<file path="config.mk">
export PLATFORM = sky130hd
export DESIGN_NAME = translation_attribute_resolver
export DESIGN_NICKNAME = d
export VERILOG_FILES = /design/src/rtl/xlat_attr_pkg.sv /design/src/rtl/translation_attribute_resolver.sv
export SDC_FILE = /design/constraint.sdc
export NUM_CORES = 1
export LEC_CHECK = 0
export BUFFER_PORTS_ARGS = -buffer_cell sky130_fd_sc_hd__buf_2
export CORE_MARGIN = 10
export CORE_UTILIZATION = 40
export DETAILED_ROUTE_END_ITERATION = 16
export PLACE_DENSITY = 0.67
export SYNTH_ARGS = -nofsm -noshare
export SYNTH_HDL_FRONTEND = slang
export SYNTH_SLANG_ARGS = --single-unit
</file>
<file path="constraint.sdc">
create_clock -name core_clk -period 2.4 [get_ports core_clk]
set_clock_uncertainty 0.1 [all_clocks]
set_input_delay 0.12 -clock core_clk [delete_from_list [all_inputs] [get_ports core_clk]]
set_output_delay 0.12 -clock core_clk [all_outputs]
set_load 0.01 [all_outputs]
</file>
<file path="src/rtl/xlat_attr_pkg.sv">
// Shared constants and carriers for translation attribute resolution
package xlat_attr_pkg;
    localparam int PA_W = 48;
    localparam int VA_W = 48;
    // Register byte offsets
    localparam logic [7:0] OFS_CTRL      = 8'h00;
    localparam logic [7:0] OFS_WALK_ATTR = 8'h04;
    localparam logic [7:0] OFS_STATUS    = 8'h08;
    localparam logic [7:0] OFS_FAULT_LO  = 8'h0c;
    localparam logic [7:0] OFS_FAULT_HI  = 8'h10;
    localparam logic [7:0] OFS_ASYNC     = 8'h14;
    localparam logic [7:0] OFS_GEOMETRY  = 8'h18;
    // Control field positions
    localparam int CTRL_S1_AF  = 0;
    localparam int CTRL_S1_DS  = 1;
    localparam int CTRL_S2_AF  = 2;
    localparam int CTRL_S2_DS  = 3;
    localparam int CTRL_IC_EN  = 4;
    localparam int CTRL_DC_EN  = 5;
    localparam int CTRL_S1_PB  = 6;
    localparam int CTRL_S2_PB  = 8;
    localparam int CTRL_W      = 10;
    localparam logic [CTRL_W-1:0] CTRL_RESET = 10'h000;
    localparam logic [5:0]  WALK_RESET = 6'h00;
    // Fault status codes
    localparam logic [5:0] FSC_HW_UPDATE    = 6'h31;
    localparam logic [5:0] FSC_TLB_CONFLICT = 6'h30;
    // Write-back attribute encoding
    localparam logic [1:0] ATTR_WB = 2'h3;
    // Cache geometry, strap settle count and AXI response codes
    localparam int LINE_BYTES = 64;
    localparam int CACHE_WAYS = 4;
    localparam int IC_FILL_W  = 256;
    localparam int DC_L2_W    = 512;
    localparam int DC_RD_W    = 128;
    localparam int DC_RD_PATHS = 3;
    localparam int DC_WR_W    = 256;
    localparam int SYNC_SETTLE = 2;
    localparam logic [1:0] AXI_OKAY   = 2'h0;
    localparam logic [1:0] AXI_SLVERR = 2'h2;

    typedef enum logic [2:0] {
        MEM_NORMAL                 = 3'b000,
        MEM_STRICT_DEVICE_NO_EARLY = 3'b001,
        MEM_STRICT_DEVICE_EARLY    = 3'b010,
        MEM_REORDER_DEVICE_EARLY   = 3'b011,
        MEM_GATHER_REORDER_DEVICE  = 3'b100
    } mem_type_t;

    typedef enum logic [3:0] {
        SRC_WALK      = 4'h0,
        SRC_LD_NORMAL = 4'h1,
        SRC_LD_DEV_AQ = 4'h2,
        SRC_ATOMIC_LD = 4'h3,
        SRC_LD_DEVICE = 4'h4,
        SRC_STORE     = 4'h5,
        SRC_CACHE_MNT = 4'h6,
        SRC_TLB_INV   = 4'h7,
        SRC_IC_INV    = 4'h8
    } abort_src_t;

    typedef enum logic [1:0] {
        WALK_HYP = 2'b00,
        WALK_S1  = 2'b01,
        WALK_S2  = 2'b10
    } walk_regime_t;

    typedef enum logic [1:0] {
        INV_SETTLE = 2'b00,
        INV_RUN    = 2'b01,
        INV_DONE   = 2'b10
    } inv_state_t;

    typedef struct packed {
        logic [PA_W-1:0] pa;
        logic [2:0]      perm;
        logic            non_secure;
        logic            fault;
        logic [5:0]      fsc;
        logic            is_fetch;
        logic            is_write;
        logic            s1_on;
        logic            s2_on;
        logic            desc_s2;
        mem_type_t       mem_type;
        logic [1:0]      inner;
        logic [1:0]      outer;
        logic            af_clear;
        logic            dirty_bit_modifier_field;
        logic            contig_oob;
        logic [1:0]      page_hw_attribute_bits_s1;
        logic [1:0]      page_hw_attribute_bits_s2;
    } xlat_req_t;

    typedef struct packed {
        logic [PA_W-1:0] pa;
        logic [2:0]      perm;
        logic            non_secure;
        logic            abort;
        logic            abort_instr;
        logic [5:0]      fsc;
        mem_type_t       mem_type;
        logic            cacheable;
        logic            icache_lookup;
        logic            icache_alloc;
        logic            unified_alloc;
        logic            af_update;
        logic            dirty_update;
        logic [1:0]      page_hw_attribute_bits;
    } xlat_resp_t;
endpackage

</file>
<file path="src/rtl/translation_attribute_resolver.sv">
// Translation response, attribute resolution and L1 cache control
// How it works
// - Access flag updated only when stage enable set
// - Dirty update only with stage enable, modifier
// - Dirty management needs access flag management
// - Updates only in write-back, else abort 0x31
// - Response carries address, permissions, security, abort
// - Walk, normal/acquire loads, atomics abort synchronously
// - Synchronous abort records faulting address
// - Device loads, stores, maintenance abort asynchronously
// - Contiguous hint outside range never faults
// - TLB conflict abort never generated
// - Classify Normal or four device types
// - Cacheable only inner and outer write-back
// - MMU off, icache on: icache only
// - Two attribute bits, zero when disabled
// - Walk accesses use walk attribute registers
// - Stage two, else stage one, else zero
// - Stage merge applied per attribute bit
// - Cache sizes 32KB/64KB, 4-way, 64B lines
// - Data cache path widths fixed
// - Caches disabled, invalidated after reset release unless recovery strap high
// - Critical word first, separate enables, no lockdown
// - Icache off: no array access, non-cacheable
`timescale 1ns/1ns
module translation_attribute_resolver
    import xlat_attr_pkg::*;
#(
    parameter int ICACHE_KB = 32,
    parameter int DCACHE_KB = 32
) (
    input  wire logic        core_clk,
    input  wire logic        arst_n,
    input  wire logic        ce,
    input  wire logic        debug_recovery_pin,
    input  wire logic        req_valid,
    input  wire xlat_req_t   req,
    output xlat_resp_t       resp,
    output logic             resp_valid,
    input  wire logic        walk_valid,
    input  wire walk_regime_t walk_regime,
    output logic [1:0]       walk_page_hw_attribute_bits,
    input  wire logic        ext_abort_valid,
    input  wire abort_src_t  ext_abort_src,
    input  wire logic [VA_W-1:0] ext_abort_addr,
    output logic             sync_abort,
    output logic             async_abort_pending,
    input  wire logic        miss_valid,
    input  wire logic [5:0]  miss_offset,
    output logic             fill_req,
    output logic [3:0]       fill_first_word,
    output logic             icache_on,
    output logic             dcache_on,
    output logic             inv_busy,
    output logic [7:0]       inv_index,
    input  wire logic [7:0]  awaddr,
    input  wire logic        awvalid,
    output logic             awready,
    input  wire logic [31:0] wdata,
    input  wire logic [3:0]  wstrb,
    input  wire logic        wvalid,
    output logic             wready,
    output logic [1:0]       bresp,
    output logic             bvalid,
    input  wire logic        bready,
    input  wire logic [7:0]  araddr,
    input  wire logic        arvalid,
    output logic             arready,
    output logic [31:0]      rdata,
    output logic [1:0]       rresp,
    output logic             rvalid,
    input  wire logic        rready
);
    // sets per cache at four ways of 64-byte lines
    // data cache path widths fixed in package
    localparam int IC_SETS = ICACHE_KB * 1024 / (LINE_BYTES * CACHE_WAYS);
    localparam int DC_SETS = DCACHE_KB * 1024 / (LINE_BYTES * CACHE_WAYS);
    localparam int MAX_SETS = (IC_SETS > DC_SETS) ? IC_SETS : DC_SETS;
    localparam logic [7:0] LAST_SET = 8'(MAX_SETS - 1);

    logic [CTRL_W-1:0] ctrl;
    logic [5:0]        walk_attr;
    logic [VA_W-1:0]   fault_addr;
    logic              async_pend;
    abort_src_t        async_src;
    logic              dbg_meta;
    logic              dbg_sync;
    logic              dbg_mode;
    logic [1:0]        settle;
    inv_state_t        inv_state;
    logic              aw_got;
    logic              w_got;
    logic [7:0]        aw_addr;
    logic [31:0]       w_data;
    logic [3:0]        w_strb;
    logic              wr_do;
    logic              sync_src;
    logic              async_clr;
    logic [31:0]       rd_word;
    logic              rd_hit;
    logic              wr_hit;
    xlat_resp_t        next_resp;
    logic [1:0]        merged_page_hw_attribute_bits;

    // Byte-lane merge of a write into a register
    function automatic logic [31:0] lane_merge(input logic [31:0] old,
                                               input logic [31:0] val,
                                               input logic [3:0]  strb);
        logic [31:0] res;
        res = old;
        for (int b = 0; b < 4; b++) begin
            if (strb[b]) begin
                res[b*8 +: 8] = val[b*8 +: 8];
            end
        end
        return res;
    endfunction

    // Debug recovery strap synchroniser
    always_ff @(posedge core_clk or negedge arst_n) begin
        if (!arst_n) begin
            dbg_meta <= 1'b0;
            dbg_sync <= 1'b0;
        end else if (ce) begin
            dbg_meta <= debug_recovery_pin;
            dbg_sync <= dbg_meta;
        end
    end

    always_ff @(posedge core_clk or negedge arst_n) begin
        if (!arst_n) begin
            inv_state <= INV_SETTLE;
            settle    <= 2'h0;
            inv_index <= 8'h00;
            dbg_mode  <= 1'b0;
        end else if (ce) begin
            unique case (inv_state)
                INV_SETTLE: begin
                    settle <= settle + 2'h1;
                    if (settle == 2'(SYNC_SETTLE)) begin
                        dbg_mode  <= dbg_sync;
                        inv_state <= dbg_sync ? INV_DONE : INV_RUN;
                    end
                end
                INV_RUN: begin
                    inv_index <= inv_index + 8'h01;
                    if (inv_index == LAST_SET) begin
                        inv_state <= INV_DONE;
                    end
                end
                INV_DONE: begin
                    inv_index <= 8'h00;
                end
                default: begin
                    inv_state <= INV_DONE;
                end
            endcase
        end
    end

    assign inv_busy = (inv_state != INV_DONE);
    // independent enables, held off while invalidating
    assign icache_on = ctrl[CTRL_IC_EN] & ~inv_busy;
    assign dcache_on = ctrl[CTRL_DC_EN] & ~inv_busy;

    // Per-bit stage merge of page attributes
    for (genvar i = 0; i < 2; i++) begin : g_page_hw_attribute_bits
        // each bit has its own enables
        logic s1_bit;
        logic s2_bit;
        assign s1_bit = req.s1_on & ctrl[CTRL_S1_PB + i];
        assign s2_bit = req.s2_on & ctrl[CTRL_S2_PB + i];
        // stage two wins, zero when neither
        assign merged_page_hw_attribute_bits[i] = s2_bit ? req.page_hw_attribute_bits_s2[i] :
                                s1_bit ? req.page_hw_attribute_bits_s1[i] : 1'b0;
    end

    // Resolve the translation outcome
    always_comb begin
        logic wb;
        logic af_en;
        logic ds_en;
        logic upd;
        logic dev;
        wb    = (req.inner == ATTR_WB) && (req.outer == ATTR_WB);
        dev   = (req.mem_type != MEM_NORMAL);
        af_en = req.desc_s2 ? ctrl[CTRL_S2_AF] : ctrl[CTRL_S1_AF];
        ds_en = (req.desc_s2 ? ctrl[CTRL_S2_DS] : ctrl[CTRL_S1_DS]) & af_en;
        next_resp = '0;
        next_resp.pa          = req.pa;
        next_resp.perm        = req.perm;
        next_resp.non_secure  = req.non_secure;
        next_resp.af_update   = req.af_clear & af_en;
        // dirty state via the modifier field
        next_resp.dirty_update = req.dirty_bit_modifier_field & req.is_write & ds_en;
        upd = next_resp.af_update | next_resp.dirty_update;
        // contiguous hint out of range adds no fault
        // only walk faults or update aborts exist
        next_resp.abort       = req.fault | (upd & ~wb);
        next_resp.abort_instr = req.is_fetch;
        next_resp.fsc = req.fault ? req.fsc :
                        (upd & ~wb) ? FSC_HW_UPDATE : 6'h00;
        if (upd & ~wb) begin
            next_resp.af_update    = 1'b0;
            next_resp.dirty_update = 1'b0;
        end
        next_resp.mem_type = (req.is_fetch & dev) ? MEM_NORMAL : req.mem_type;
        next_resp.cacheable = wb & ~dev;
        if (req.is_fetch) begin
            next_resp.icache_lookup = icache_on;
            if (!req.s1_on && !req.s2_on && icache_on) begin
                next_resp.icache_alloc  = 1'b1;
                next_resp.unified_alloc = 1'b0;
            end else begin
                next_resp.cacheable     = next_resp.cacheable & icache_on;
                next_resp.icache_alloc  = next_resp.cacheable;
                next_resp.unified_alloc = next_resp.cacheable & dcache_on;
            end
        end else begin
            next_resp.cacheable     = next_resp.cacheable & dcache_on;
            next_resp.unified_alloc = next_resp.cacheable;
        end
        next_resp.page_hw_attribute_bits = merged_page_hw_attribute_bits;
    end

    // Registered translation response
    always_ff @(posedge core_clk or negedge arst_n) begin
        if (!arst_n) begin
            resp       <= '0;
            resp_valid <= 1'b0;
        end else if (ce) begin
            resp_valid <= req_valid;
            if (req_valid) begin
                resp <= next_resp;
            end
        end
    end

    // walk accesses take attribute bits from registers
    always_ff @(posedge core_clk or negedge arst_n) begin
        if (!arst_n) begin
            walk_page_hw_attribute_bits <= 2'h0;
        end else if (ce && walk_valid) begin
            unique case (walk_regime)
                WALK_HYP: walk_page_hw_attribute_bits <= walk_attr[1:0];
                WALK_S1:  walk_page_hw_attribute_bits <= walk_attr[3:2];
                WALK_S2:  walk_page_hw_attribute_bits <= walk_attr[5:4];
                default:  walk_page_hw_attribute_bits <= 2'h0;
            endcase
        end
    end

    always_comb begin
        sync_src = (ext_abort_src == SRC_WALK) || (ext_abort_src == SRC_LD_NORMAL)
                || (ext_abort_src == SRC_LD_DEV_AQ) || (ext_abort_src == SRC_ATOMIC_LD);
    end

    // Synchronous abort pulse and fault address capture
    always_ff @(posedge core_clk or negedge arst_n) begin
        if (!arst_n) begin
            sync_abort <= 1'b0;
            fault_addr <= '0;
        end else if (ce) begin
            sync_abort <= ext_abort_valid & sync_src;
            if (ext_abort_valid && sync_src) begin
                fault_addr <= ext_abort_addr;
            end
        end
    end

    // asynchronous abort sticky flag, set beats clear
    always_ff @(posedge core_clk or negedge arst_n) begin
        if (!arst_n) begin
            async_pend <= 1'b0;
            async_src  <= SRC_WALK;
        end else if (ce) begin
            if (ext_abort_valid && !sync_src) begin
                async_pend <= 1'b1;
                async_src  <= ext_abort_src;
            end else if (async_clr) begin
                async_pend <= 1'b0;
            end
        end
    end
    assign async_abort_pending = async_pend;

    // linefill starts at the critical word
    always_ff @(posedge core_clk or negedge arst_n) begin
        if (!arst_n) begin
            fill_req        <= 1'b0;
            fill_first_word <= 4'h0;
        end else if (ce) begin
            fill_req <= miss_valid;
            if (miss_valid) begin
                fill_first_word <= miss_offset[5:2];
            end
        end
    end

    // Write channel capture
    assign awready = ~aw_got & ~bvalid;
    assign wready  = ~w_got & ~bvalid;
    assign wr_do   = aw_got & w_got & ~bvalid;
    always_ff @(posedge core_clk or negedge arst_n) begin
        if (!arst_n) begin
            aw_got  <= 1'b0;
            w_got   <= 1'b0;
            aw_addr <= 8'h00;
            w_data  <= 32'h0;
            w_strb  <= 4'h0;
            bvalid  <= 1'b0;
            bresp   <= AXI_OKAY;
        end else if (ce) begin
            if (awvalid && awready) begin
                aw_got  <= 1'b1;
                aw_addr <= awaddr;
            end
            if (wvalid && wready) begin
                w_got  <= 1'b1;
                w_data <= wdata;
                w_strb <= wstrb;
            end
            if (wr_do) begin
                aw_got <= 1'b0;
                w_got  <= 1'b0;
                bvalid <= 1'b1;
                bresp  <= wr_hit ? AXI_OKAY : AXI_SLVERR;
            end else if (bvalid && bready) begin
                bvalid <= 1'b0;
            end
        end
    end

    // Write address decode
    always_comb begin
        wr_hit = (aw_addr == OFS_CTRL) || (aw_addr == OFS_WALK_ATTR)
              || (aw_addr == OFS_ASYNC) || (aw_addr == OFS_STATUS)
              || (aw_addr == OFS_FAULT_LO) || (aw_addr == OFS_FAULT_HI)
              || (aw_addr == OFS_GEOMETRY);
        async_clr = wr_do && (aw_addr == OFS_ASYNC) && w_strb[0] && w_data[0];
    end

    // Software-written control registers
    always_ff @(posedge core_clk or negedge arst_n) begin
        if (!arst_n) begin
            ctrl      <= CTRL_RESET;
            walk_attr <= WALK_RESET;
        end else if (ce && wr_do) begin
            if (aw_addr == OFS_CTRL) begin
                ctrl <= CTRL_W'(lane_merge(32'(ctrl), w_data, w_strb));
            end
            if (aw_addr == OFS_WALK_ATTR) begin
                walk_attr <= 6'(lane_merge(32'(walk_attr), w_data, w_strb));
            end
        end
    end

    // Read decode
    always_comb begin
        rd_hit  = 1'b1;
        rd_word = 32'h0;
        unique case (araddr)
            OFS_CTRL:      rd_word = 32'(ctrl);
            OFS_WALK_ATTR: rd_word = 32'(walk_attr);
            OFS_STATUS:    rd_word = {28'h0, dcache_on, icache_on, dbg_mode, inv_busy};
            OFS_FAULT_LO:  rd_word = fault_addr[31:0];
            OFS_FAULT_HI:  rd_word = 32'(fault_addr[VA_W-1:32]);
            OFS_ASYNC:     rd_word = {24'h0, async_src, 3'h0, async_pend};
            OFS_GEOMETRY:  rd_word = {16'h0, 8'(DCACHE_KB), 8'(ICACHE_KB)};
            default: begin
                rd_hit  = 1'b0;
                rd_word = 32'h0;
            end
        endcase
    end

    // Read channel
    assign arready = ~rvalid;
    always_ff @(posedge core_clk or negedge arst_n) begin
        if (!arst_n) begin
            rvalid <= 1'b0;
            rdata  <= 32'h0;
            rresp  <= AXI_OKAY;
        end else if (ce) begin
            if (arvalid && arready) begin
                rvalid <= 1'b1;
                rdata  <= rd_word;
                rresp  <= rd_hit ? AXI_OKAY : AXI_SLVERR;
            end else if (rvalid && rready) begin
                rvalid <= 1'b0;
            end
        end
    end

    // Checks
    update_abort_a: assert property (@(posedge core_clk) disable iff (!arst_n)
        ce && req_valid && (req.af_clear && !req.desc_s2 && ctrl[CTRL_S1_AF])
        && !req.fault && (req.inner != ATTR_WB || req.outer != ATTR_WB)
        |=> resp.abort && resp.fsc == FSC_HW_UPDATE)
        else $error("update outside write-back did not abort");
    dirty_needs_af_a: assert property (@(posedge core_clk) disable iff (!arst_n)
        resp_valid && resp.dirty_update |-> $past(ctrl[CTRL_S1_AF] | ctrl[CTRL_S2_AF]))
        else $error("dirty update without access flag management");
    resp_timing_a: assert property (@(posedge core_clk) disable iff (!arst_n)
        ce && req_valid |=> resp_valid && resp.pa == $past(req.pa))
        else $error("response missing or wrong address");
    sync_abort_a: assert property (@(posedge core_clk) disable iff (!arst_n)
        ce && ext_abort_valid && ext_abort_src == SRC_LD_NORMAL
        |=> sync_abort && fault_addr == $past(ext_abort_addr))
        else $error("synchronous abort not recorded");
    async_abort_a: assert property (@(posedge core_clk) disable iff (!arst_n)
        ce && ext_abort_valid && ext_abort_src == SRC_STORE |=> async_pend && !sync_abort)
        else $error("store abort not held asynchronous");
    no_conflict_a: assert property (@(posedge core_clk) disable iff (!arst_n)
        resp_valid |-> resp.fsc != FSC_TLB_CONFLICT || $past(req.fsc) == FSC_TLB_CONFLICT)
        else $error("conflict abort generated");
    cacheable_wb_a: assert property (@(posedge core_clk) disable iff (!arst_n)
        ce && req_valid && req.outer != ATTR_WB && !req.is_fetch |=> !resp.cacheable)
        else $error("non write-back page marked cacheable");
    page_hw_attribute_bits_merge_a: assert property (@(posedge core_clk) disable iff (!arst_n)
        ce && req_valid && !ctrl[CTRL_S1_PB] && !ctrl[CTRL_S2_PB] |=> resp.page_hw_attribute_bits[0] == 1'b0)
        else $error("disabled attribute bit not zero");
    icache_off_a: assert property (@(posedge core_clk) disable iff (!arst_n)
        ce && req_valid && req.is_fetch && !icache_on |=> !resp.icache_lookup && !resp.cacheable)
        else $error("fetch used disabled instruction cache");
    reset_off_a: assert property (@(posedge core_clk) disable iff (!arst_n)
        inv_busy |-> !icache_on && !dcache_on)
        else $error("cache enabled during invalidation");
endmodule

</file>
== After elaboration in Yosys (flattened, before gate mapping) ==
Cells that the tools add are included.

* Equality and inequality tests: 26
* Mux-type cells: 35
* Add/sub/neg operators: 2
* Bitwise gates (word level): 31
* Reductions and logical operators: 60

{| class="wikitable"
|+ Operator list
! operator !! number
|-
| 32-bit one-hot mux with 7 select lines || 1
|-
| 8-bit by 5-bit == test with 1-bit output (second input constant) || 6
|-
| 8-bit by 4-bit == test with 1-bit output (second input constant) || 4
|-
| 2-bit AND reduction || 15
|-
| 1-bit AND || 21
|-
| 1-bit two-way mux || 20
|-
| 8-bit by 3-bit == test with 1-bit output (second input constant) || 2
|-
| 8-bit zero test || 2
|-
| 2-bit two-way mux || 8
|-
| 8-bit one-hot mux with 2 select lines || 1
|-
| 1-bit logical AND || 15
|-
| 6-bit two-way mux || 2
|-
| 2-bit one-hot mux with 3 select lines || 2
|-
| 3-bit AND reduction || 4
|-
| 2-bit nonzero test || 6
|-
| 2-bit == test (second input constant) || 5
|-
| 1-bit logical OR || 9
|-
| 8-bit by 1-bit adder with 8-bit output (second input constant) || 1
|-
| 4-bit by 2-bit == test with 1-bit output (second input constant) || 2
|-
| 8-bit by 7-bit == test with 1-bit output (second input constant) || 1
|-
| 1-bit NOT || 8
|-
| 7-bit OR reduction || 1
|-
| 2-bit inequality test (second input constant) || 3
|-
| 2-bit by 1-bit == test with 1-bit output (second input constant) || 2
|-
| other kinds (9) || 13
|}

* Output and inout bits: 133
* Bits of input ports: 203
* Bits in registers: 224
* Word-level logic and storage cells: 195

== Longest topological paths before layout ==
Gate-level depths: netlist (run 1).

* Depth after elaboration: 8
* Depth in mapped cells: 8
* Gate-level depth less buffers: 7

== Worst setup path before layout (run 1) ==
Ideal clock, no wire load.

* Path type: register to register
* From: register aw_addr[0]
* To: register walk_attr[0]
* Library setup time: 125 ps
* Arrival time: 1734 ps
* Cell stages (with the launch flop): 5
* Path slack: 441 ps
* Path buffers: 0
* Period minus slack after synthesis: 1959 ps
* Data required time: 2175 ps
* Cells stage by stage: dfrtp_1 or4_4 nor4_4 nand4b_2 mux2_2

* Cells in the longest elaborated chain, start to end: 2

{| class="wikitable"
|+ RTL lines
! item !! line !! RTL
|-
| start, declared || translation_attribute_resolver.sv:93 || <nowiki>logic [7:0] aw_addr;</nowiki>
|-
| start signal, assigned || translation_attribute_resolver.sv:316 || <nowiki>aw_addr <= awaddr;</nowiki>
|-
| 8-bit by 3-bit == test with 1-bit output || translation_attribute_resolver.sv:352 || <nowiki>if (aw_addr == OFS_WALK_ATTR) begin</nowiki>
|-
| 3-bit AND reduction (no line) || n/a ||
|-
| end signal, assigned || translation_attribute_resolver.sv:353 || <nowiki>walk_attr <= 6'(lane_merge(32'(walk_attr), w_data, w_strb));</nowiki>
|-
| end, declared || translation_attribute_resolver.sv:82 || <nowiki>logic [5:0] walk_attr;</nowiki>
|}

No other way between the ends.
A chain may end at the register's enable or synchronous reset.

== Final worst setup path (run 1) ==
* From: input araddr[6]
* To: register rdata[23]

* Cells in the longest elaborated chain, start to end: 2
* Elaborated cells between the ends (all ways): 8
* Classes of those cells: eq/ne: 6; mux: 1; reduce/logical: 1

{| class="wikitable"
|+ RTL lines
! item !! line !! RTL
|-
| start, declared || translation_attribute_resolver.sv:66 || <nowiki>input wire logic [7:0] araddr,</nowiki>
|-
| 8-bit by 5-bit == test with 1-bit output (tied with other cells) || translation_attribute_resolver.sv:362 || <nowiki>unique case (araddr)</nowiki>
|-
| 32-bit one-hot mux with 7 select lines * || translation_attribute_resolver.sv:362 ||
|-
| end signal, assigned || translation_attribute_resolver.sv:387 || <nowiki>rdata <= rd_word;</nowiki>
|-
| end, declared || translation_attribute_resolver.sv:69 || <nowiki>output logic [31:0] rdata,</nowiki>
|}

Mark *: on every way between the ends. The rest lies on a longest branch, timed or not.

==> impl_metrics.sql, run 1 <==
INSERT INTO impl_metrics (metric_group, metric, value, unit) VALUES
('synthesis', 'ys_async_sr_fraction', '1.00', ''),
('power', 'ir_drop', '0.608', 'mV'),
('synthesis', 'synth.ff_latch_count', '222', ''),
('routing', 'remaining_drc_errors', '0', ''),
('hold_path', 'worst_min_path_class', 'primary input to flop', ''),
('setup_path', 'critical_path.max_fanout', '16', ''),
('sta', 'period_share', '0.922', ''),
('cells_and_area', 'finalNetCount', '1518', ''),
('place', 'port-buffer-count', '306', ''),
('place', 'dp_cells', '1392', ''),
('sta', 'timing.final.setup_violations', '0', ''),
('floorplan', 'design.die.area', '29400', 'sq um'),
('cts', 'cts_root_buffer', 'sky130_fd_sc_hd__clkbuf_16', ''),
('routing', 'initialDrtViolationCount', '527', ''),
('cells_and_area', 'filler_cell_count', '1754', ''),
('floorplan', 'fp-row-count', '55', ''),
('synthesis', 'synth_edf_count', '0', ''),
('power', 'power.static_leakage', '0.00693', 'uW'),
('cts', 'clockBufferDepth', '3', ''),
('routing', 'detail-route-antenna-nets', '0', ''),
('cells_and_area', 'syn_to_final_growth', '50.4', '%'),
('routing', 'avgViaCountPerCell', '5.04', ''),
('routing', 'topRoutingLayerUsed', 'met4', ''),
('setup_path', 'worst-endpoint-required', '2.74', 'ns'),
('global_routing', 'grt_first_pass_wirelength', '48700', 'um'),
('cts', 'ctsHtreeMaxLevel', '1', ''),
('routing', 'drt-wirelength-per-cell', '19.3', 'um'),
('sta', 'setup_slack', '0.187', 'ns'),
('sta', 'setup-tns-final', '0', 'ns'),
('cts', 'numClockSinks', '222', ''),
('synthesis', 'yosysSeqAreaShare', '0.605', ''),
('cells_and_area', 'fin_cells', '1619', ''),
('place', 'dpl.hpwl', '21700', 'um'),
('cells_and_area', 'post_route_cells_drive_above_1_share', '0.356', ''),
('power', 'power.total', '10800', 'uW'),
('cells_and_area', 'finish.instance_area', '13800', 'sq um'),
('synthesis', 'ys.warnings.count', '0', ''),
('global_routing', 'grt_max_degree', '69', ''),
('routing', 'wire_length_the_detailed_router_placed_on_met1', '12200', 'um'),
('synthesis', 'synth_top_flop_cell', 'sky130_fd_sc_hd__dfrtp_1', ''),
('sta', 'setup_repair_after_global_routing_missed_its_margin', 'no', ''),
('cts', 'clk_transition_reported_paths', '0.06', 'ns'),
('synthesis', 'synth.cell_area', '9180', 'sq um'),
('place', 'routabilityCongestion', '0.834', ''),
('cells_and_area', 'layout_commonest_cell', 'sky130_fd_sc_hd__buf_2', ''),
('sta', 'finalHoldViolCount', '0', ''),
('routing', 'drt_pre_antenna_iters', '5', ''),
('cells_and_area', 'mostFrequentLayoutCells', 'sky130_fd_sc_hd__buf_2 (305), sky130_fd_sc_hd__nand2_1 (229), sky130_fd_sc_hd__dfrtp_1 (222)', ''),
('routing', 'drt_wl_total', '31300', 'um'),
('sta', 'timing_max_transition_violations_final', '0', ''),
('global_routing', 'globalRoute.totalOverflow', '0', ''),
('cts', 'tritoncts_clock_tree', 'built', ''),
('place', 'placed_cell_area', '11200', 'sq um'),
('sta', 'max_freq', '0.452', 'GHz'),
('setup_path', 'worstSetupStartpoint', 'araddr[6]', ''),
('setup_path', 'crit_arrival', '2.55', 'ns'),
('global_routing', 'grt_use_total', '0.209', ''),
('global_routing', 'via_count_of_the_first_global_routing_pass', '8670', ''),
('sta', 'timing.slew.headroom', '0.575', ''),
('cts', 'cts_made_buffers', '24', ''),
('hold_path', 'min_from', 'req[17]', ''),
('synthesis', 'ys_types', '48', ''),
('synthesis', 'post_synth.cell_area_avg', '11.2', 'sq um'),
('global_routing', 'initial_antenna_violation_count', '5', ''),
('setup_path', 'timing.rr.start', 'aw_addr[0]', ''),
('routing', 'wl_met2', '15500', 'um'),
('setup_path', 'worst-setup-path-type', 'primary input to flop', ''),
('setup_path', 'worst_setup_path_end_kind', 'flop', ''),
('floorplan', 'die-height', '171', 'um'),
('flow_run', 'cap_violations', '0', ''),
('floorplan', 'top_level_ports', '336', ''),
('floorplan', 'initial_utilization', '0.405', ''),
('place', 'dp_worst_setup_slack', '0.299', 'ns'),
('outcome', 'result_of_the_run', 'complete, no violations', ''),
('routing', 'routed-wl-met3', '2580', 'um'),
('cts', 'post_cts.repair.setup_buffers', '0', ''),
('routing', 'routed_via_count', '8158', ''),
('power', 'power.density', '779', 'nW/um^2'),
('sta', 'post-route-min-period', '2.21', 'ns'),
('sta', 'tightest_slew', '0.636', 'ns'),
('setup_path', 'worstSetupStartpointType', 'primary input', ''),
('cts', 'clk_latency', '0.51', 'ns'),
('floorplan', 'floorplan.core_area', '22600', 'sq um'),
('synthesis', 'postSynthCellCount', '819', ''),
('floorplan', 'dieWidth', '171', 'um');
==> Yosys cell counts, types with 2 or more instances <==
library cell | instances | area share
sky130_fd_sc_hd__nand2_1 | 230 | 0.094
sky130_fd_sc_hd__dfrtp_1 | 222 | 0.61
sky130_fd_sc_hd__mux2_2 | 96 | 0.12
sky130_fd_sc_hd__o21ai_0 | 38 | 0.021
sky130_fd_sc_hd__clkbuf_1 | 28 | 0.011
sky130_fd_sc_hd__a22o_1 | 25 | 0.024
sky130_fd_sc_hd__nor2_1 | 20 | 0.0082
sky130_fd_sc_hd__nand3_1 | 19 | 0.010
sky130_fd_sc_hd__a21oi_1 | 18 | 0.0098
sky130_fd_sc_hd__inv_1 | 11 | 0.0045
sky130_fd_sc_hd__mux2i_1 | 8 | 0.0087
sky130_fd_sc_hd__a22oi_1 | 7 | 0.0057
sky130_fd_sc_hd__nor2b_1 | 7 | 0.0048
sky130_fd_sc_hd__a31oi_1 | 6 | 0.0041
sky130_fd_sc_hd__nand3b_1 | 6 | 0.0049
sky130_fd_sc_hd__a32oi_1 | 5 | 0.0048
sky130_fd_sc_hd__and3_1 | 5 | 0.0034
sky130_fd_sc_hd__buf_1 | 5 | 0.0020
sky130_fd_sc_hd__buf_2 | 5 | 0.0027
sky130_fd_sc_hd__ha_1 | 5 | 0.0068
sky130_fd_sc_hd__nor3_1 | 5 | 0.0027
sky130_fd_sc_hd__a211oi_1 | 4 | 0.0033
sky130_fd_sc_hd__nand4_1 | 4 | 0.0027
sky130_fd_sc_hd__a21o_1 | 3 | 0.0025
sky130_fd_sc_hd__o21a_1 | 3 | 0.0025
sky130_fd_sc_hd__o31ai_1 | 3 | 0.0025
sky130_fd_sc_hd__xnor2_1 | 3 | 0.0029
sky130_fd_sc_hd__a211o_1 | 2 | 0.0019
sky130_fd_sc_hd__and2_1 | 2 | 0.0014
sky130_fd_sc_hd__buf_4 | 2 | 0.0016
sky130_fd_sc_hd__nand2b_1 | 2 | 0.0014
sky130_fd_sc_hd__nor4_1 | 2 | 0.0014
sky130_fd_sc_hd__o2111ai_1 | 2 | 0.0019
sky130_fd_sc_hd__o41ai_1 | 2 | 0.0019
==> repair_timing <==
action | in CTS | in global routing
hold buffers | 177 | 0
endpoints found under the setup margin | 0 | 0
hold endpoints to repair | 378 | 0
gates resized for setup | 0 | 0
==> critical path, stage by stage <==
cell and delay, ns:
sky130_fd_sc_hd__dlygate4sd3_1 0.53, sky130_fd_sc_hd__buf_2 0.12, sky130_fd_sc_hd__nor3_1 0.48, sky130_fd_sc_hd__dlygate4sd3_1 0.66
sky130_fd_sc_hd__nand2_1 0.12, sky130_fd_sc_hd__nor2_1 0.12, sky130_fd_sc_hd__buf_4 0.24, sky130_fd_sc_hd__a22o_1 0.16
==> metal layers <==
metal	global-route usage	vias up
met5	0	-
met4	0.0802	0
met3	0.0513	63
met2	0.354	311
met1	0.251	3967
li1	-	3817
==> cell type report <==
class / count / area, sq um / share of cell area
Sequential cell: 222 / 5560 / 0.402
Timing Repair Buffer: 504 / 3550 / 0.257
Multi-Input combinational cell: 547 / 3440 / 0.249
Clock buffer: 33 / 686 / 0.0497
Tap cell: 285 / 357 / 0.0258
Clock inverter: 11 / 171 / 0.0124
Inverter: 11 / 41.3 / 0.00299
Antenna cell: 6 / 15.0 / 0.00109
==> cell families (layout without fill, tap and decap cells) <==
| logic type | after synthesis | in the layout | share of synthesized area |
|---|---|---|---|
| compound gates | 121 | 121 | 0.0882 |
| xor+xnor | 3 | 3 | 0.00286 |
| fa+ha+maj | 5 | 5 | 0.00682 |
| buf+inv | 51 | 559 | 0.0224 |
| flops | 222 | 222 | 0.605 |
| mux | 104 | 104 | 0.127 |
| other cells | 1 | 8 | 0.000409 |
| simple gates | 312 | 312 | 0.148 |
==> path summary, 6_finish.rpt <==
kind                               to  slack (ns)  cells past startpoint
max reg2reg                   ctrl[7]        0.31                      4
min reg2reg                  resp[54]        0.37                      2
max                         rdata[23]        0.19                      8
min                           resp[2]        0.03                      4
min in group asynchronous    resp[64]        0.06                      2
max in group asynchronous  aw_addr[1]        1.48                      3
==> sequential cells by signal, indices dropped and copies added, names as in the netlist, 4 cells and up <==
| register | flops |
|---|---|
| resp | 71 |
| fault_addr | 48 |
| rdata | 32 |
| ctrl | 10 |
| w_data | 10 |
| aw_addr | 8 |
| inv_index | 8 |
| walk_attr | 6 |
| async_src | 4 |
| fill_first_word | 4 |
==> per-stage QoR <==
| step | hold slack, ns | util |
|---|---|---|
| 2_1_floorplan | -0.276 | - |
| 3_3_place_gp | 0.0221 | 0.493 |
| 4_1_cts | 0.00177 | 0.609 |
| 3_5_place_dp | 0.0208 | 0.493 |
| 5_1_grt | 0.0464 | 0.610 |
| 6_report | 0.0307 | 0.610 |
==> where the power goes <==
part	internal (uW)	switching [uW]	total, uW
Combinational	1040	911	1950
Clock	2440	1510	3950
Sequential	4370	482	4850
No activity file was read; power rests on OpenSTA's default activity.
==> run 2, diff against run 1 <==
--- a/config.mk
+++ b/config.mk
@@ -5,11 +5,10 @@
 export SDC_FILE = /design/constraint.sdc
 export NUM_CORES = 1
 export LEC_CHECK = 0
-export BUFFER_PORTS_ARGS = -buffer_cell sky130_fd_sc_hd__buf_2
 export CORE_MARGIN = 10
 export CORE_UTILIZATION = 40
 export DETAILED_ROUTE_END_ITERATION = 16
-export PLACE_DENSITY = 0.67
+export DONT_BUFFER_PORTS = 1
 export SYNTH_ARGS = -nofsm -noshare
 export SYNTH_HDL_FRONTEND = slang
 export SYNTH_SLANG_ARGS = --single-unit
==> run 2 against run 1 <==
  * The flow now finishes with violations (hold timing)
  * Via count shrank 13%
  * Global-route usage is 1.9 points lower
  * Largest power group unchanged
  * Largest cell class unchanged
  * Wire length decreased by 6.6%
  * Die area is the same
  * Count of clock-buffer cells in the layout grew 3
  * Worst setup slack lost 0.067 ns
  * Design area shrank 9.4%
==> impl_metrics.sql, run 2 (same netlist as run 1, synthesis figures left out) <==
INSERT INTO impl_metrics (metric_group, metric, value, unit) VALUES
('cells_and_area', 'mostFrequentLayoutCells', 'sky130_fd_sc_hd__nand2_1 (228), sky130_fd_sc_hd__dfrtp_1 (222), sky130_fd_sc_hd__dlygate4sd3_1 (215)', ''),
('routing', 'routed_via_count', '7074', ''),
('cells_and_area', 'post_route_cells_drive_above_1_share', '0.153', ''),
('cts', 'clk_latency', '0.51', 'ns'),
('place', 'port-buffer-count', '0', ''),
('setup_path', 'r2r.worst_path.cells', '7', ''),
('place', 'routabilityCongestion', '0.790', ''),
('cells_and_area', 'finalNetCount', '1244', ''),
('outcome', 'violations', 'hold timing', ''),
('cts', 'clk_transition_reported_paths', '0.06', 'ns'),
('outcome', 'result_of_the_run', 'complete, but fails checks', ''),
('cts', 'post_cts.repair.setup_buffers', '0', ''),
('routing', 'routed-wl-met3', '2750', 'um'),
('setup_path', 'worstSetupStartpoint', 'inv_state[0]', ''),
('hold_path', 'worst_min_path_class', 'primary input to async pin', ''),
('setup_path', 'timing.rr.start', 'inv_state[0]', ''),
('routing', 'detail-route-antenna-nets', '0', ''),
('sta', 'post-route-min-period', '2.28', 'ns'),
('setup_path', 'critical_path.max_fanout', '9', ''),
('floorplan', 'fp-row-count', '55', ''),
('sta', 'setup_slack', '0.121', 'ns'),
('global_routing', 'grt_use_total', '0.190', ''),
('setup_path', 'worstSetupStartpointType', 'flop', ''),
('global_routing', 'globalRoute.totalOverflow', '0', ''),
('setup_path', 'crit_arrival', '2.57', 'ns'),
('power', 'power.static_leakage', '0.00575', 'uW'),
('cells_and_area', 'filler_cell_count', '1846', ''),
('cells_and_area', 'multi_input_comb_area', '3460', 'sq um'),
('routing', 'drt-wirelength-per-cell', '21.9', 'um'),
('cells_and_area', 'largest_register_ffs', '71', ''),
('sta', 'finalHoldViolCount', '222', ''),
('cells_and_area', 'area.sequential', '5560', 'sq um'),
('cells_and_area', 'reg.largest.list', 'resp (71), fault_addr (48), rdata (32)', ''),
('sta', 'setup_repair_after_global_routing_missed_its_margin', 'no', ''),
('cts', 'ctsHtreeMaxLevel', '1', ''),
('sta', 'timing.final.setup_violations', '0', ''),
('cells_and_area', 'final_core_util', '0.553', ''),
('routing', 'remaining_drc_errors', '0', ''),
('routing', 'topRoutingLayerUsed', 'met4', ''),
('sta', 'period_share', '0.950', ''),
('floorplan', 'dieWidth', '171', 'um'),
('floorplan', 'design.die.area', '29400', 'sq um'),
('cells_and_area', 'syn_to_final_growth', '36.3', '%'),
('power', 'ir_drop', '0.588', 'mV'),
('place', 'dp_worst_setup_slack', '0.272', 'ns'),
('floorplan', 'floorplan.core_area', '22600', 'sq um'),
('routing', 'drt_wl_total', '29300', 'um'),
('power', 'power.density', '816', 'nW/um^2'),
('routing', 'drt_pre_antenna_iters', '5', ''),
('sta', 'whs', '-0.779', 'ns'),
('setup_path', 'critical_path.endpoint', 'inv_index[5]', ''),
('routing', 'initialDrtViolationCount', '494', ''),
('global_routing', 'grt_first_pass_wirelength', '44000', 'um'),
('power', 'power.total', '10200', 'uW'),
('cts', 'cts_root_buffer', 'sky130_fd_sc_hd__clkbuf_16', ''),
('floorplan', 'initial_utilization', '0.405', ''),
('setup_path', 'worst-endpoint-required', '2.69', 'ns'),
('global_routing', 'grt_max_degree', '223', ''),
('cells_and_area', 'layout_commonest_cell', 'sky130_fd_sc_hd__nand2_1', ''),
('cells_and_area', 'largest-register', 'resp', ''),
('setup_path', 'r2r_end', 'inv_index[5]', ''),
('flow_run', 'cap_violations', '0', ''),
('global_routing', 'initial_antenna_violation_count', '2', ''),
('sta', 'timing.slew.headroom', '0.568', ''),
('cts', 'clockBufferDepth', '3', ''),
('place', 'dpl.hpwl', '19200', 'um'),
('sta', 'tightest_slew', '0.648', 'ns'),
('setup_path', 'regToRegSetupSlack', '0.12', 'ns'),
('floorplan', 'die-height', '171', 'um'),
('cts', 'cts-hold-fix-buffers', '216', ''),
('cts', 'numClockSinks', '222', ''),
('sta', 'max_freq', '0.439', 'GHz'),
('setup_path', 'worst_setup_path_end_kind', 'flop', ''),
('sta', 'setup-tns-final', '0', 'ns'),
('routing', 'wl_met2', '14800', 'um'),
('setup_path', 'worst-setup-path-type', 'flop to flop', ''),
('routing', 'wire_length_the_detailed_router_placed_on_met1', '11100', 'um'),
('routing', 'avgViaCountPerCell', '5.29', ''),
('floorplan', 'top_level_ports', '336', ''),
('cts', 'tritoncts_clock_tree', 'built', ''),
('cts', 'cts_made_buffers', '24', ''),
('sta', 'timing_max_transition_violations_final', '0', ''),
('global_routing', 'via_count_of_the_first_global_routing_pass', '7418', '');
[run 2: report_power, final]
part           switching, uW  internal [uW]  total [uW]
clock                   1440           2260        3690
sequential               655           4370        5030
combinational            574            910        1480
total                   2670           7540       10200
[run 2: layout make-up]
class	count	area share
Clock inverter	3	0.00320
Sequential cell	222	0.444
Clock buffer	36	0.0605
Tap cell	285	0.0285
Multi-Input combinational cell	547	0.277
Timing Repair Buffer	230	0.183
Antenna cell	3	0.000600
Inverter	11	0.00330
[run 2: worst min-delay path by stage]
stage,from,end,slack (ns),cells after the start
floorplan,arst_n,async_abort_pending,-0.28,0
CTS,arst_n,fill_first_word[1],-0.80,0
global route,arst_n,fill_first_word[1],-0.81,0
global placement,arst_n,fill_first_word[1],-0.26,0
finish,arst_n,fill_first_word[1],-0.78,0
detailed placement,arst_n,fill_first_word[1],-0.26,0
[run 2: repair_timing]
action	CTS	global route
setup endpoints to repair	0	5
hold endpoints to repair	412	222
resized for setup	0	5
[run 2: per-layer routing]
layer / vias to the layer above / GRT usage
met2: 261 / 0.326
met1: 3504 / 0.223
met3: 53 / 0.0637
li1: 3256 / -
met4: 0 / 0.0533
met5: - / 0
[run 2: stage by stage]
step	cell area [sq um]	cells
global placement	9520	1079
global route	12500	1335
detailed placement	9520	1079
finish	12500	1337
floorplan	9180	820
CTS	12500	1334
[run 2: worst max-delay path, stage by stage (launching register included)]
cell	delay, ns
sky130_fd_sc_hd__dfrtp_1	0.35
sky130_fd_sc_hd__inv_1	0.08
sky130_fd_sc_hd__ha_1	0.37
sky130_fd_sc_hd__nand2_2	0.16
sky130_fd_sc_hd__nor3_1	0.29
sky130_fd_sc_hd__xnor2_1	0.15
sky130_fd_sc_hd__a31oi_1	0.06
sky130_fd_sc_hd__dlygate4sd3_1	0.59
==> run 3, diff against run 2 <==
--- a/config.mk
+++ b/config.mk
@@ -6,9 +6,11 @@
 export NUM_CORES = 1
 export LEC_CHECK = 0
 export CORE_MARGIN = 10
-export CORE_UTILIZATION = 40
+export CORE_UTILIZATION = 35
 export DETAILED_ROUTE_END_ITERATION = 16
 export DONT_BUFFER_PORTS = 1
+export GPL_TIMING_DRIVEN = 0
+export HOLD_SLACK_MARGIN = 0.03
 export SYNTH_ARGS = -nofsm -noshare
 export SYNTH_HDL_FRONTEND = slang
 export SYNTH_SLANG_ARGS = --single-unit
==> run 3 against run 2 <==
  * The run still ends with hold timing left
  * Sequential power is essentially flat
  * Highest routed layer unchanged
  * Flip-flop and latch count is the same
  * Final cell count rose by 4.7%
==> impl_metrics.sql, run 3 (same netlist as run 1, synthesis figures left out) <==
INSERT INTO impl_metrics (metric_group, metric, value, unit) VALUES
('outcome', 'result_of_the_run', 'complete, but fails checks', ''),
('outcome', 'violations', 'hold timing', ''),
('cells_and_area', 'largest_register_ffs', '71', ''),
('sta', 'setup-tns-final', '0', 'ns'),
('cts', 'cts-hold-fix-buffers', '201', ''),
('floorplan', 'floorplan.core_area', '25900', 'sq um'),
('global_routing', 'top_usage_layer', 'met2', ''),
('routing', 'initialDrtViolationCount', '461', ''),
('global_routing', 'globalRoute.totalOverflow', '0', ''),
('floorplan', 'initial_utilization', '0.354', ''),
('cells_and_area', 'final_core_util', '0.479', ''),
('sta', 'period_share', '0.956', ''),
('setup_path', 'timing.rr.start', 'bvalid', ''),
('cells_and_area', 'reg.largest.list', 'resp (71), fault_addr (48), rdata (32)', ''),
('power', 'power.density', '809', 'nW/um^2'),
('cells_and_area', 'syn_to_final_growth', '35.2', '%'),
('global_routing', 'gr-usage-met3', '0.0431', ''),
('cts', 'ctsHtreeMaxLevel', '1', ''),
('floorplan', 'dieWidth', '182', 'um'),
('power', 'power_frac_seq', '0.502', ''),
('setup_path', 'r2r.worst_path.cells', '3', ''),
('cells_and_area', 'mostFrequentLayoutCells', 'sky130_fd_sc_hd__nand2_1 (230), sky130_fd_sc_hd__dfrtp_1 (222), sky130_fd_sc_hd__dlygate4sd3_1 (201)', ''),
('global_routing', 'grt_util_met2', '0.297', ''),
('routing', 'drt_pre_antenna_iters', '5', ''),
('flow_run', 'cap_violations', '0', ''),
('sta', 'post-route-min-period', '2.30', 'ns'),
('place', 'dp_worst_setup_slack', '0.151', 'ns'),
('global_routing', 'via_count_of_the_first_global_routing_pass', '7704', ''),
('power', 'switching_power', '2720', 'uW'),
('sta', 'setup_repair_after_global_routing_missed_its_margin', 'no', ''),
('sta', 'tightest_slew', '0.980', 'ns'),
('setup_path', 'critical_path.max_fanout', '9', ''),
('sta', 'setup_slack', '0.105', 'ns'),
('global_routing', 'grt.met1_usage', '0.219', ''),
('place', 'port-buffer-count', '0', ''),
('routing', 'avgViaCountPerCell', '5.12', ''),
('global_routing', 'initial_antenna_violation_count', '1', ''),
('power', 'power.combinational.fraction', '0.140', ''),
('setup_path', 'crit_arrival', '2.65', 'ns'),
('power', 'clock_power_share', '0.358', ''),
('global_routing', 'grt_first_pass_wirelength', '46500', 'um'),
('routing', 'drt-wirelength-per-cell', '21.6', 'um'),
('setup_path', 'worstSetupStartpoint', 'bvalid', ''),
('routing', 'drt_wl_total', '30300', 'um'),
('cts', 'cts_made_buffers', '26', ''),
('cells_and_area', 'filler_cell_count', '2343', ''),
('sta', 'max_freq', '0.436', 'GHz'),
('setup_path', 'worst-setup-path-type', 'flop to flop', ''),
('place', 'routabilityCongestion', '0.774', ''),
('cells_and_area', 'finalNetCount', '1257', ''),
('place', 'dpl.hpwl', '21000', 'um'),
('cts', 'clk_latency', '0.52', 'ns'),
('floorplan', 'die-height', '182', 'um'),
('cells_and_area', 'post_route_cells_drive_above_1_share', '0.141', ''),
('power', 'power.total', '10000', 'uW'),
('global_routing', 'grt_max_degree', '223', ''),
('power', 'power.static_leakage', '0.00565', 'uW'),
('setup_path', 'worst_setup_path_end_kind', 'flop', ''),
('floorplan', 'fp-row-count', '59', ''),
('cells_and_area', 'largest-register', 'resp', ''),
('floorplan', 'design.die.area', '33100', 'sq um'),
('setup_path', 'worstSetupStartpointType', 'flop', ''),
('routing', 'routed_via_count', '7170', ''),
('hold_path', 'worst_min_path_class', 'primary input to async pin', ''),
('cts', 'numClockSinks', '222', ''),
('power', 'switching_share', '0.271', ''),
('power', 'ir_drop', '0.678', 'mV'),
('cts', 'cts_root_buffer', 'sky130_fd_sc_hd__clkbuf_16', ''),
('sta', 'finalHoldViolCount', '222', ''),
('setup_path', 'worst-endpoint-required', '2.76', 'ns'),
('sta', 'timing_max_transition_violations_final', '0', ''),
('routing', 'remaining_drc_errors', '0', ''),
('cts', 'clockBufferDepth', '3', ''),
('cts', 'tritoncts_clock_tree', 'built', ''),
('sta', 'timing.final.setup_violations', '0', ''),
('sta', 'timing.slew.headroom', '0.345', ''),
('cts', 'clk_transition_reported_paths', '0.05', 'ns'),
('cells_and_area', 'layout_commonest_cell', 'sky130_fd_sc_hd__nand2_1', ''),
('routing', 'detail-route-antenna-nets', '0', ''),
('power', 'internal_power', '7330', 'uW'),
('floorplan', 'top_level_ports', '336', ''),
('global_routing', 'grt_use_total', '0.176', ''),
('sta', 'whs', '-0.797', 'ns');
-- run 3: path summary, 6_finish.rpt --
check | end | slack, ns
setup / recovery | aw_got | 0.10
max in group asynchronous | resp[63] | 2.55
hold / removal | fill_first_word[1] | -0.80
hold reg to reg | settle[0] | 0.37
setup reg to reg | aw_got | 0.10
min in group core_clk | resp[18] | 0.03
-- run 3: through the flow --
step | cell area, sq um | cells
after floorplan | 9180 | 820
after global placement | 9600 | 1155
after detailed placement | 9600 | 1155
after CTS | 12400 | 1399
after global routing | 12400 | 1399
final | 12400 | 1400
-- run 3: timing repair --
action / CTS / global route
setup endpoints to repair: 0 / 16
gates resized for setup: 0 / 6
hold endpoints to repair: 400 / 222
buffers inserted: 0 / 0
-- run 3: cell type report --
cell class,instances,area [sq um],share of cell area
Sequential cell,222,5560,0.448
Multi-Input combinational cell,547,3440,0.277
Antenna cell,1,2.50,0.000202
Buffer,40,165,0.0133
Clock inverter,6,30.0,0.00242
Inverter,11,41.3,0.00333
Tap cell,335,419,0.0338
Clock buffer,37,743,0.0599
Timing Repair Buffer,201,2010,0.162
-- run 3: metal layers --
metal | routed length, um | up-vias
met1 | 12400 | 3606
met4 | 794 | 0
met3 | 2020 | 48
li1 | - | 3289
met5 | 0 | -
met2 | 15000 | 227
-- run 3: critical path: stages, from the launching register on --
cell and delay (ns):
sky130_fd_sc_hd__dfrtp_1 0.49, sky130_fd_sc_hd__nor4b_2 0.88, sky130_fd_sc_hd__dlygate4sd3_1 0.66, sky130_fd_sc_hd__o21a_1 0.10
-- run 3: power by group through the flow --
stage | clock network (uW) | registers [uW] | logic, uW
after floorplan | 0 | 4880 | 874
after detailed placement | 0 | 5100 | 1050
final | 3600 | 5040 | 1400
after CTS | 3730 | 5040 | 1390
after global routing | 3850 | 5120 | 1560
after global placement | 0 | 5080 | 1000
